File: src/verilog/sea_pkg.sv
// constants shared by the status event aggregator and its jitter detector
// assumes one configuration clock domain with 8-bit register addressing
package sea_pkg;
  // register addresses on the configuration port
  localparam logic [7:0] ADDR_JITTER_TH  = 8'hFC;  // jitter_count_threshold
  localparam logic [7:0] ADDR_IRQ_MASK   = 8'hFD;  // irq_enable_mask
  localparam logic [7:0] ADDR_IRQ_STATUS = 8'hFE;  // irq_flag_status
  // flag and mask bit positions
  localparam int BIT_MODE   = 0;  // video mode change
  localparam int BIT_AUTO   = 1;  // auto-adjust done
  localparam int BIT_FIFO   = 2;  // decoupling buffer overflow
  localparam int BIT_OSD    = 3;  // overlay sequence end
  localparam int BIT_OIF    = 4;  // output underflow
  localparam int BIT_IIF    = 5;  // hsync jitter
  localparam int FLAG_COUNT = 6;  // number of event flags
  localparam int MODE_CAUSES = 4; // toggle, value change, vsync jitter, hsync jitter
  // values after reset
  localparam logic [5:0] FLAGS_RESET  = 6'h00;
  localparam logic [5:0] MASK_RESET   = 6'h00;
  localparam logic [7:0] JITTER_TH_RESET = 8'h00;
  localparam logic [3:0] MODE_EN_RESET   = 4'h0;
  // width of the low line-length bits compared by the jitter detector
  localparam int LINE_LOW_BITS = 2;
endpackage

File: src/verilog/sea_jitter_detect.sv
// hsync jitter detector: counts line-length mismatches within a frame
// assumes hsync and vsync arrive as one-cycle pulses on mclk, the sample clock
`timescale 1ns/1ps
module sea_jitter_detect
  import sea_pkg::*;
#(
  parameter int CNT_W = 8  // width of the per-frame mismatch counter
)
(
  input  wire logic             mclk,
  input  wire logic             nrst,
  input  wire logic             hsyncPulse,   // start of a line
  input  wire logic             vsyncPulse,   // start of a frame
  input  wire logic             inWindow,     // inside the sampled area
  input  wire logic             detectAll,    // reset or input interface off
  input  wire logic [CNT_W-1:0] threshold,    // mismatches allowed per frame
  output logic                  jitterEvent   // level, high while over threshold
);
  import sea_pkg::*;

  // elaboration check: a zero-width or oversized counter cannot be built
  if (CNT_W < 1 || CNT_W > 16)
  begin : g_badCntW
    $error("sea_jitter_detect: CNT_W out of range");
  end

  logic [LINE_LOW_BITS-1:0] lenCnt_q, lenCnt_d;    // low bits of running line length
  logic [LINE_LOW_BITS-1:0] prevLen_q, prevLen_d;  // low bits of previous line
  logic                     havePrev_q, havePrev_d; // previous length valid
  logic [CNT_W-1:0]         diffCnt_q, diffCnt_d;  // mismatches this frame
  logic                     event_q, event_d;      // registered level output
  logic                     active;                // detection allowed now

  // window gating: sample clock drifts during vsync, so only watch the picture
  assign active = inWindow | detectAll;

  // next-state logic of the detector
  always_comb
  begin
    lenCnt_d   = lenCnt_q + 1'h1;   // wraps, only low bits matter
    prevLen_d  = prevLen_q;
    havePrev_d = havePrev_q;
    diffCnt_d  = diffCnt_q;
    if (vsyncPulse)
    begin
      // new frame: accumulation restarts
      diffCnt_d  = '0;
      havePrev_d = 1'h0;
      lenCnt_d   = '0;
    end
    else if (hsyncPulse)
    begin
      // line end: compare the two low bits with the previous line
      prevLen_d  = lenCnt_q;
      havePrev_d = 1'h1;
      lenCnt_d   = '0;
      if (havePrev_q && active && (lenCnt_q != prevLen_q) && (diffCnt_q != '1))
        diffCnt_d = diffCnt_q + 1'h1;
    end
    // level: stays high until the next vsync clears the count
    event_d = (diffCnt_d > threshold);
  end

  // registers only
  always_ff @(posedge mclk or negedge nrst)
  begin
    if (!nrst)
    begin
      lenCnt_q   <= '0;
      prevLen_q  <= '0;
      havePrev_q <= 1'h0;
      diffCnt_q  <= '0;
      event_q    <= 1'h0;
    end
    else
    begin
      lenCnt_q   <= lenCnt_d;
      prevLen_q  <= prevLen_d;
      havePrev_q <= havePrev_d;
      diffCnt_q  <= diffCnt_d;
      event_q    <= event_d;
    end
  end

  assign jitterEvent = event_q;
endmodule

File: src/verilog/sea_status_event_aggregator.sv
// status event aggregator: six sticky event flags, a mask and an active-low interrupt pin
// assumes event inputs are synchronous to mclk and the configuration port is driven
// by the serial configuration slave in the same clock domain
//
// Overview of operation
// pin low while any flag is high
// mode flag from enabled mode-detection causes
// auto flag set when measurement completes
// fifo flag set when buffer becomes full
// osd flag set at animation sequence end
// oif flag set when output stream breaks
// iif flag set when jitter exceeds threshold
// flags readable at status address FEH
// flags clear only by writing one
// mask at FDH, one enables a condition
// jitter from low two bits per frame
// masked conditions ignored; reset clears flags, mask
`timescale 1ns/1ps
module sea_status_event_aggregator
  import sea_pkg::*;
#(
  parameter int JIT_CNT_W = 8  // width of the jitter threshold and counter
)
(
  input  wire logic                          mclk,
  input  wire logic                          nrst,
  // configuration register port
  input  wire logic [7:0]                    cfgAddr,
  input  wire logic                          cfgWrEn,
  input  wire logic [7:0]                    cfgWrData,
  output logic      [7:0]                    cfgRdData,
  // mode detection causes and their enables
  input  wire logic [sea_pkg::MODE_CAUSES-1:0] modeCause,
  input  wire logic [sea_pkg::MODE_CAUSES-1:0] modeCauseEn,
  // other sub-unit events
  input  wire logic                          autoDone,
  input  wire logic                          bufferFull,
  input  wire logic                          osdSeqEnd,
  input  wire logic                          oifBreak,
  // hsync jitter detection inputs
  input  wire logic                          hsyncPulse,
  input  wire logic                          vsyncPulse,
  input  wire logic                          inWindow,
  input  wire logic                          detectAll,
  // host interrupt pin, active low
  output logic                               irqN
);
  import sea_pkg::*;

  // elaboration check: the threshold must fit in one 8-bit register
  if (JIT_CNT_W < 1 || JIT_CNT_W > 8)
  begin : g_badJitW
    $error("sea_status_event_aggregator: JIT_CNT_W must be 1 to 8");
  end

  // register state
  logic [FLAG_COUNT-1:0] flags_q, flags_d;        // sticky event flags
  logic [FLAG_COUNT-1:0] mask_q, mask_d;          // condition enables
  logic [JIT_CNT_W-1:0]  jitterTh_q, jitterTh_d;  // jitter_count_threshold
  logic [7:0]            rdData_q, rdData_d;      // registered read answer
  logic                  irqN_q, irqN_d;          // registered pin level

  // decoded accesses and raw conditions
  logic                  wrStatus;                // write to status register
  logic                  wrMask;                  // write to mask register
  logic                  wrJitter;                // write to threshold register
  logic [FLAG_COUNT-1:0] cond;                    // raw conditions per flag
  logic [FLAG_COUNT-1:0] setVec;                  // masked set requests
  logic [FLAG_COUNT-1:0] clrVec;                  // write-one-to-clear requests
  logic                  jitterEvent;             // from the jitter detector

  // address decode, one cycle strobe per write
  assign wrStatus = cfgWrEn && (cfgAddr == ADDR_IRQ_STATUS);
  assign wrMask   = cfgWrEn && (cfgAddr == ADDR_IRQ_MASK);
  assign wrJitter = cfgWrEn && (cfgAddr == ADDR_JITTER_TH);

  // jitter detector feeding the iif condition
  sea_jitter_detect #(
    .CNT_W       (JIT_CNT_W)
  ) sea_jitter_detect_i (
    .mclk        (mclk),
    .nrst        (nrst),
    .hsyncPulse  (hsyncPulse),
    .vsyncPulse  (vsyncPulse),
    .inWindow    (inWindow),
    .detectAll   (detectAll),
    .threshold   (jitterTh_q),
    .jitterEvent (jitterEvent)
  );

  // gather raw conditions into one vector
  always_comb
  begin
    cond = '0;
    cond[BIT_MODE] = |(modeCause & modeCauseEn);
    cond[BIT_AUTO] = autoDone;
    cond[BIT_FIFO] = bufferFull;
    cond[BIT_OSD]  = osdSeqEnd;
    cond[BIT_OIF]  = oifBreak;
    cond[BIT_IIF]  = jitterEvent;
  end

  // per-bit set and clear terms, one generate loop over flags
  genvar gi;
  generate
    for (gi = 0; gi < FLAG_COUNT; gi++)
    begin : g_flag
      // masked condition never reaches its flag
      assign setVec[gi] = cond[gi] & mask_q[gi];
      // writing zero leaves the bit alone
      assign clrVec[gi] = wrStatus & cfgWrData[gi];
    end
  endgenerate

  // next values of flags, mask and threshold
  always_comb
  begin
    // set beats clear so an event in the clearing cycle is kept
    flags_d    = (flags_q & ~clrVec) | setVec;
    mask_d     = mask_q;
    jitterTh_d = jitterTh_q;
    if (wrMask)
      mask_d = cfgWrData[FLAG_COUNT-1:0];
    if (wrJitter)
      jitterTh_d = cfgWrData[JIT_CNT_W-1:0];
  end

  // next read answer; unmapped addresses read zero
  always_comb
  begin
    rdData_d = 8'h00;
    case (cfgAddr)
      ADDR_IRQ_STATUS: rdData_d[FLAG_COUNT-1:0] = flags_q;
      ADDR_IRQ_MASK:   rdData_d[FLAG_COUNT-1:0] = mask_q;
      ADDR_JITTER_TH:  rdData_d[JIT_CNT_W-1:0]  = jitterTh_q;
      default:         rdData_d = 8'h00;
    endcase
  end

  // pin follows the next flag value so it drops with the flag, no extra lag
  always_comb
  begin
    irqN_d = ~(|flags_d);
  end

  // registers only
  always_ff @(posedge mclk or negedge nrst)
  begin
    if (!nrst)
    begin
      flags_q    <= FLAGS_RESET;
      mask_q     <= MASK_RESET;
      jitterTh_q <= JITTER_TH_RESET[JIT_CNT_W-1:0];
      rdData_q   <= 8'h00;
      irqN_q     <= 1'h1;
    end
    else
    begin
      flags_q    <= flags_d;
      mask_q     <= mask_d;
      jitterTh_q <= jitterTh_d;
      rdData_q   <= rdData_d;
      irqN_q     <= irqN_d;
    end
  end

  assign cfgRdData = rdData_q;
  assign irqN      = irqN_q;
endmodule

File: config.mk
export PLATFORM = sky130hd
export DESIGN_NAME = sea_status_event_aggregator
export DESIGN_NICKNAME = d
export VERILOG_FILES = /design/src/verilog/sea_pkg.sv /design/src/verilog/sea_jitter_detect.sv /design/src/verilog/sea_status_event_aggregator.sv
export SDC_FILE = /design/constraint.sdc
export NUM_CORES = 1
export LEC_CHECK = 0
export BUFFER_PORTS_ARGS = -buffer_cell sky130_fd_sc_hd__buf_2
export CAP_MARGIN = 20
export CORE_ASPECT_RATIO = 2
export CORE_UTILIZATION = 45
export DETAILED_ROUTE_END_ITERATION = 8
export GPL_TIMING_DRIVEN = 0
export PLACE_DENSITY = 0.73
export SYNTH_ARGS = -nofsm -noshare
export SYNTH_HDL_FRONTEND = slang
export SYNTH_SLANG_ARGS = --single-unit
File: constraint.sdc
create_clock -name mclk -period 5.5 [get_ports mclk]
set_input_delay 1.1 -clock mclk [delete_from_list [all_inputs] [get_ports mclk]]
set_output_delay 1.1 -clock mclk [all_outputs]
set_load 0.05 [all_outputs]
# Word level (Yosys, flattened, before mapping)
# Cells that the tools add are included.
[word_totals]
latch_bits = 0
ramBits = 0
n_memories = 0
output_inout_bits = 9
wordCells = 56
ff_bits = 43
in_bits = 35
mem_bits_ro = 0
[op_classes]
mul = 0
n_reduce_logical = 10
n_addsub = 2
n_mux = 9
bitwise = 19
shifts = 0
n_lt_le_gt_ge = 1
div_mod_pow = 0
n_eq_ne = 5
[ops]
columns = ["op", "count"]
rows = [
  ["equality test 8 bit (second input constant)", 3],
  ["2-to-1 mux 8 bit", 3],
  ["one-hot mux 6 bit (3 select lines)", 1],
  ["AND 1 bit", 12],
  ["adder 8 x 1 -> 8 bit (second input constant)", 1],
  ["greater-than comparator 8 bit", 1],
  ["inequality test 8 bit (second input constant)", 1],
  ["AND 6 bit", 1],
  ["logical AND 1 bit", 6],
  ["2-to-1 mux 2 bit", 3],
  ["NOT 6 bit", 1],
  ["OR 6 bit", 1],
  ["OR reduction 6 bit", 1],
  ["AND 4 bit", 1],
  ["OR reduction 4 bit", 1],
  ["adder 2 x 1 -> 2 bit (second input constant)", 1],
  ["2-to-1 mux 1 bit", 2],
  ["inequality test 2 bit", 1],
  ["NOT 1 bit", 2],
  ["AND reduction 2 bit", 1],
  ["nonzero test 2 bit", 1],
  ["OR 1 bit", 1],
]

# Longest topological paths before layout
[depth]
ltp_word = 8
depth_mapped = 10

# By module
# From an unflattened synthesis, not the netlist that was laid out.
[unflattened]
cells_unflattened = 204
hier_area_um2 = 2248.4
[by_module_without_submodules]
columns = ["module", "area_each_um2", "seq_area_each_um2", "n_inst", "cells_each"]
rows = [
  ["sea_status_event_aggregator", 1340.0, 726.9, 1, 112],
  ["sea_jitter_detect", 908.4, 350.3, 1, 92],
]

# Worst setup path after synthesis
# No wires, ideal clock.
[synth_path]
path_kind = "input port to flip-flop"
from = "in detectAll"
to = "reg sea_jitter_detect_i.event_q, in the netlist sea_jitter_detect_i.jitterEvent"
arrival_time_ns = 2.687
setup_ns = 0.126
path_stages = 9
path_slack_ns = 2.687
cell_sequence = "o211a_1 -> o21ai_2 -> nor4_1 -> mux2_2 -> ha_1 -> a21oi_1 -> o21ai_0 -> mux2i_1 -> a21oi_1"
[synth_via]
elab_chain_len = 8
[synth_lines]
columns = ["item", "line_no", "text"]
rows = [
  ["from (decl)", "sea_status_event_aggregator.sv:44", "input wire logic detectAll,"],
  ["OR 1 bit", "sea_jitter_detect.sv:35", "assign active = inWindow | detectAll;"],
  ["logical AND 1 bit (3 in a row)", "sea_jitter_detect.sv:57", "if (havePrev_q && active && (lenCnt_q != prevLen_q) && (diffCnt_q != '1))"],
  ["2-to-1 mux 8 bit", "sea_jitter_detect.sv:57", ""],
  ["2-to-1 mux 8 bit", "sea_jitter_detect.sv:51", "else if (hsyncPulse)"],
  ["2-to-1 mux 8 bit", "sea_jitter_detect.sv:44", "if (vsyncPulse)"],
  ["via sea_jitter_detect_i.diffCnt_d[5]", "sea_jitter_detect.sv:30", "logic [CNT_W-1:0] diffCnt_q, diffCnt_d;"],
  ["greater-than comparator 8 bit", "sea_jitter_detect.sv:61", "event_d = (diffCnt_d > threshold);"],
  ["via sea_jitter_detect_i.event_d", "sea_jitter_detect.sv:31", "logic event_q, event_d;"],
  ["to (signal assigned)", "sea_jitter_detect.sv:81", "event_q <= event_d;"],
  ["to (decl)", "sea_jitter_detect.sv:31", ""],
]
# The timed path passes the listed nets, and every way through them passes these cells.
# A chain may end at the register's enable or synchronous reset.

# Worst setup path after layout
[layout_path]
from = "in hsyncPulse"
to = "reg sea_jitter_detect_i.event_q, in the netlist sea_jitter_detect_i.jitterEvent"
[layout_via]
elab_chain_len = 3
[layout_lines]
columns = ["item", "line_no", "text"]
rows = [
  ["from (decl)", "sea_status_event_aggregator.sv:41", "input wire logic hsyncPulse,"],
  ["2-to-1 mux 8 bit", "sea_jitter_detect.sv:51", ""],
  ["2-to-1 mux 8 bit", "sea_jitter_detect.sv:44", ""],
  ["via sea_jitter_detect_i.diffCnt_d[5]", "sea_jitter_detect.sv:30", ""],
  ["greater-than comparator 8 bit", "sea_jitter_detect.sv:61", ""],
  ["via sea_jitter_detect_i.event_d", "sea_jitter_detect.sv:31", ""],
]
# The timed path passes the listed nets, and every way through them passes these cells.

==> flow_summary.ini <==
[run_status]
status = completed

[clock_tree]
cts_max_level = 2
cts_resized = 0
numCtsBuffers = 5
clock_sinks = 43
path_clk_slew_ps = 80
post-cts-setup-buffer-count = 0
cts_tree = yes
cts-root-buf = clkbuf_8
clk_latency_ps = 290
holdBufCountCts = 0
clockBufferDepth = 2

[grt]
grt_pass1_wl_mm = 7.58
grt_pass1_vias = 1742
antenna_found_initial = 0
grt_use_total_pct = 19.9
grt_start_max_net_pins = 44
grt_overflow_total = 0

[critical_path]
start_kind = input port
rr_endpoint = sea_jitter_detect_i.jitterEvent
r2r_cells = 10
critPathArrivalTime_ps = 3130
cp.required_ps = 5720
crit_type = input port to register
r2r_start = sea_jitter_detect_i.diffCnt_q[0]
cp_max_fo = 10
worstSetupEndpointType = register
r2r_setup_slack_ps = 3040

[logic_synthesis]
synth_fa_ha_area_share_pct = 5.10
yosysSeqAreaShare_pct = 48.8
synth_top_family_by_area = simple AND/OR/NAND/NOR gates
synth-xor-area-share_pct = 1.19
synth_top_area_share_pct = 47.6
synth.area.top_cells = dfrtp_1 (48%), mux2_2 (9.7%), ha_1 (5.1%)
syn_area_per_cell_um2 = 10.7
ys_seq_elements = 43
synthMuxAreaShare_pct = 14.2
synth.distinct_cells = 36
synth_top_cell_by_area = dfrtp_1
yosys_warnings = 0
syn_inst = 207
syn_area_um2 = 2210
synth_compound_area_share_pct = 9.63
syn-num-nets = 251
synth-simple-area-share_pct = 17.8

[layout]
register_area_um2 = 1080
final_util_pct = 56.0
multi_input_area_um2 = 1060
instances_no_fill = 311
drive_gt1_share_pct = 29.3
fillers = 425
layout.nets = 299
diodes = 0
final_area_um2 = 2600
syn_to_final_growth_pct = 17.7

[route]
wire_per_inst_um = 14.7
route.detailed.drc = 0
dr.pass1.iters = 4
drt_iter0_drc = 43
vias = 1722
wirelength_mm = 4.57
antenna_left = 0
viasPerCell = 5.54

[die]
core-area_um2 = 4640
floorplan.die.height_um = 101
initial_core_util_pct = 47.6
die_w_um = 51.5
dieArea_um2 = 5210
rows = 35
pin_count = 44

[timing]
clock_skew_ps = 4.60
period_needed_ps = 2900
setup_tns_ps = 0
slew-limit-headroom_pct = 36.6
hold_slack_ps = 511
rsz0062_at_grt = false
hold_violations = 0
fmax_mhz = 345
finalSetupViolCount = 0
setup_ws_ps = 2600
worst_pin_slew_ps = 951
timing.final.crit_share_pct = 52.8
slew_viol_final = 0

[power_and_ir_drop]
switching_share_pct = 24.3
seqPwrFrac_pct = 51.2
peakVddDrop_uv = 257
combPwrFrac_pct = 12.4
p_leak_nw = 1.28
power.switching_mw = 0.168
p_int_mw = 0.526
p_clk_share_pct = 36.4
finalPower_mw = 0.694
power.density_nw_per_um2 = 267

[place]
dp.cells = 303
dp_hpwl_mm = 3.55
pre_cts_ws_ps = 2300
port_buffers = 41
place_area_um2 = 2480
gp_congestion = 0.794

[worst_hold_path]
hp-start = jitterTh_q[6]
hp-class = register to register
hold_path_end = cfgRdData[6]
hold_depth = 1

[run]
cap_violations = 0
==> sequential cells by signal, indices dropped and copies added (netlist names) <==
| register | cells |
|---|---|
| cfgRdData | 8 |
| jitterTh_q | 8 |
| sea_jitter_detect_i.diffCnt_q | 8 |
| flags_q | 6 |
| mask_q | 6 |
| sea_jitter_detect_i.lenCnt_q | 2 |
| sea_jitter_detect_i.prevLen_q | 2 |
| irqN | 1 |
| sea_jitter_detect_i.havePrev_q | 1 |
| sea_jitter_detect_i.jitterEvent | 1 |
==> cells in the mapped netlist <==
cell and number:
nor2_1 22, nor2b_1 11, a22oi_1 1, o31ai_1 2, a21oi_1 13, mux2_2 19, buf_6 2, ha_1 9
clkbuf_1 1, nand2_1 12, or4_1 2, nand4_1 5, xor2_1 2, nand2b_1 2, nand3_1 5, dfstp_2 1
a2111oi_0 1, and2_1 2, nor3_4 1, buf_2 1, o21ai_2 1, o41ai_1 2, inv_1 11, o21a_1 1
or2_1 1, xnor2_1 1, nand3b_1 1, or3_1 1, o211a_1 1, nor4_1 6, a22o_1 6, mux2i_1 10
dfrtp_1 42, o21ai_0 4, nand2_2 1, nor3_1 4
==> power groups by stage <==
stage	sequential [mW]	combinational, mW	clock, mW
finish	0.355	0.0861	0.252
global route	0.358	0.0967	0.271
CTS	0.355	0.0876	0.258
detailed placement	0.361	0.0875	0
global placement	0.361	0.0849	0
floorplan	0.355	0.0541	0
==> routing by layer <==
layer | GRT usage (%) | part of all wire [%] | vias to the layer above
met5 | 0 | 0 | -
met4 | 12.9 | 4.6 | 0
met3 | 2.41 | 2.6 | 17
met2 | 36.4 | 57 | 41
met1 | 20.2 | 36 | 832
li1 | - | - | 832
==> worst max-delay path, stage by stage <==
cell and delay (ps):
buf_2 120, o211a_1 160, o21ai_2 120, nor4_1 340
mux2_2 390, ha_1 320, a21oi_1 80, o21ai_0 250
mux2i_1 120, a21oi_1 130
==> how the worst max path moves through the flow <==
stage | endpoint | start | depth (start not counted)
global route | sea_jitter_detect_i.jitterEvent | hsyncPulse | 10
floorplan | sea_jitter_detect_i.jitterEvent | detectAll | 9
detailed placement | sea_jitter_detect_i.jitterEvent | hsyncPulse | 10
CTS | sea_jitter_detect_i.jitterEvent | hsyncPulse | 10
global placement | sea_jitter_detect_i.jitterEvent | hsyncPulse | 10
finish | sea_jitter_detect_i.jitterEvent | hsyncPulse | 10
==> logic make-up after synthesis <==
logic type	Yosys count
AO/OA/AOI/OAI	32
XOR/XNOR	3
adder cells (fa/ha/maj)	9
buffers and inverters	15
flip-flops	43
multiplexers	29
AND/OR/NAND/NOR	76
==> cell type report <==
type | count | share of cell area (%)
tap | 55 | 2.65
timing repair buffer | 41 | 7.89
buffer | 4 | 1.20
inverter | 11 | 1.59
clock buffer | 6 | 3.18
sequential | 43 | 41.4
clock inverter | 2 | 1.35
multi-input combinational | 149 | 40.7
==> cells in the final DEF (no fill, tap or decap), types with 4 or more instances in the layout <==
cell type	synthesis	layout
a21oi_1	13	13
a22o_1	6	6
buf_2	1	42
clkbuf_8	0	6
dfrtp_1	42	42
ha_1	9	9
inv_1	11	11
mux2_2	19	19
mux2i_1	10	10
nand2_1	12	12
nand3_1	5	5
nand4_1	5	5
nor2_1	22	22
nor2b_1	11	11
nor3_1	4	4
nor4_1	6	6
o21ai_0	4	4
Power figures use the tool's default switching activity.
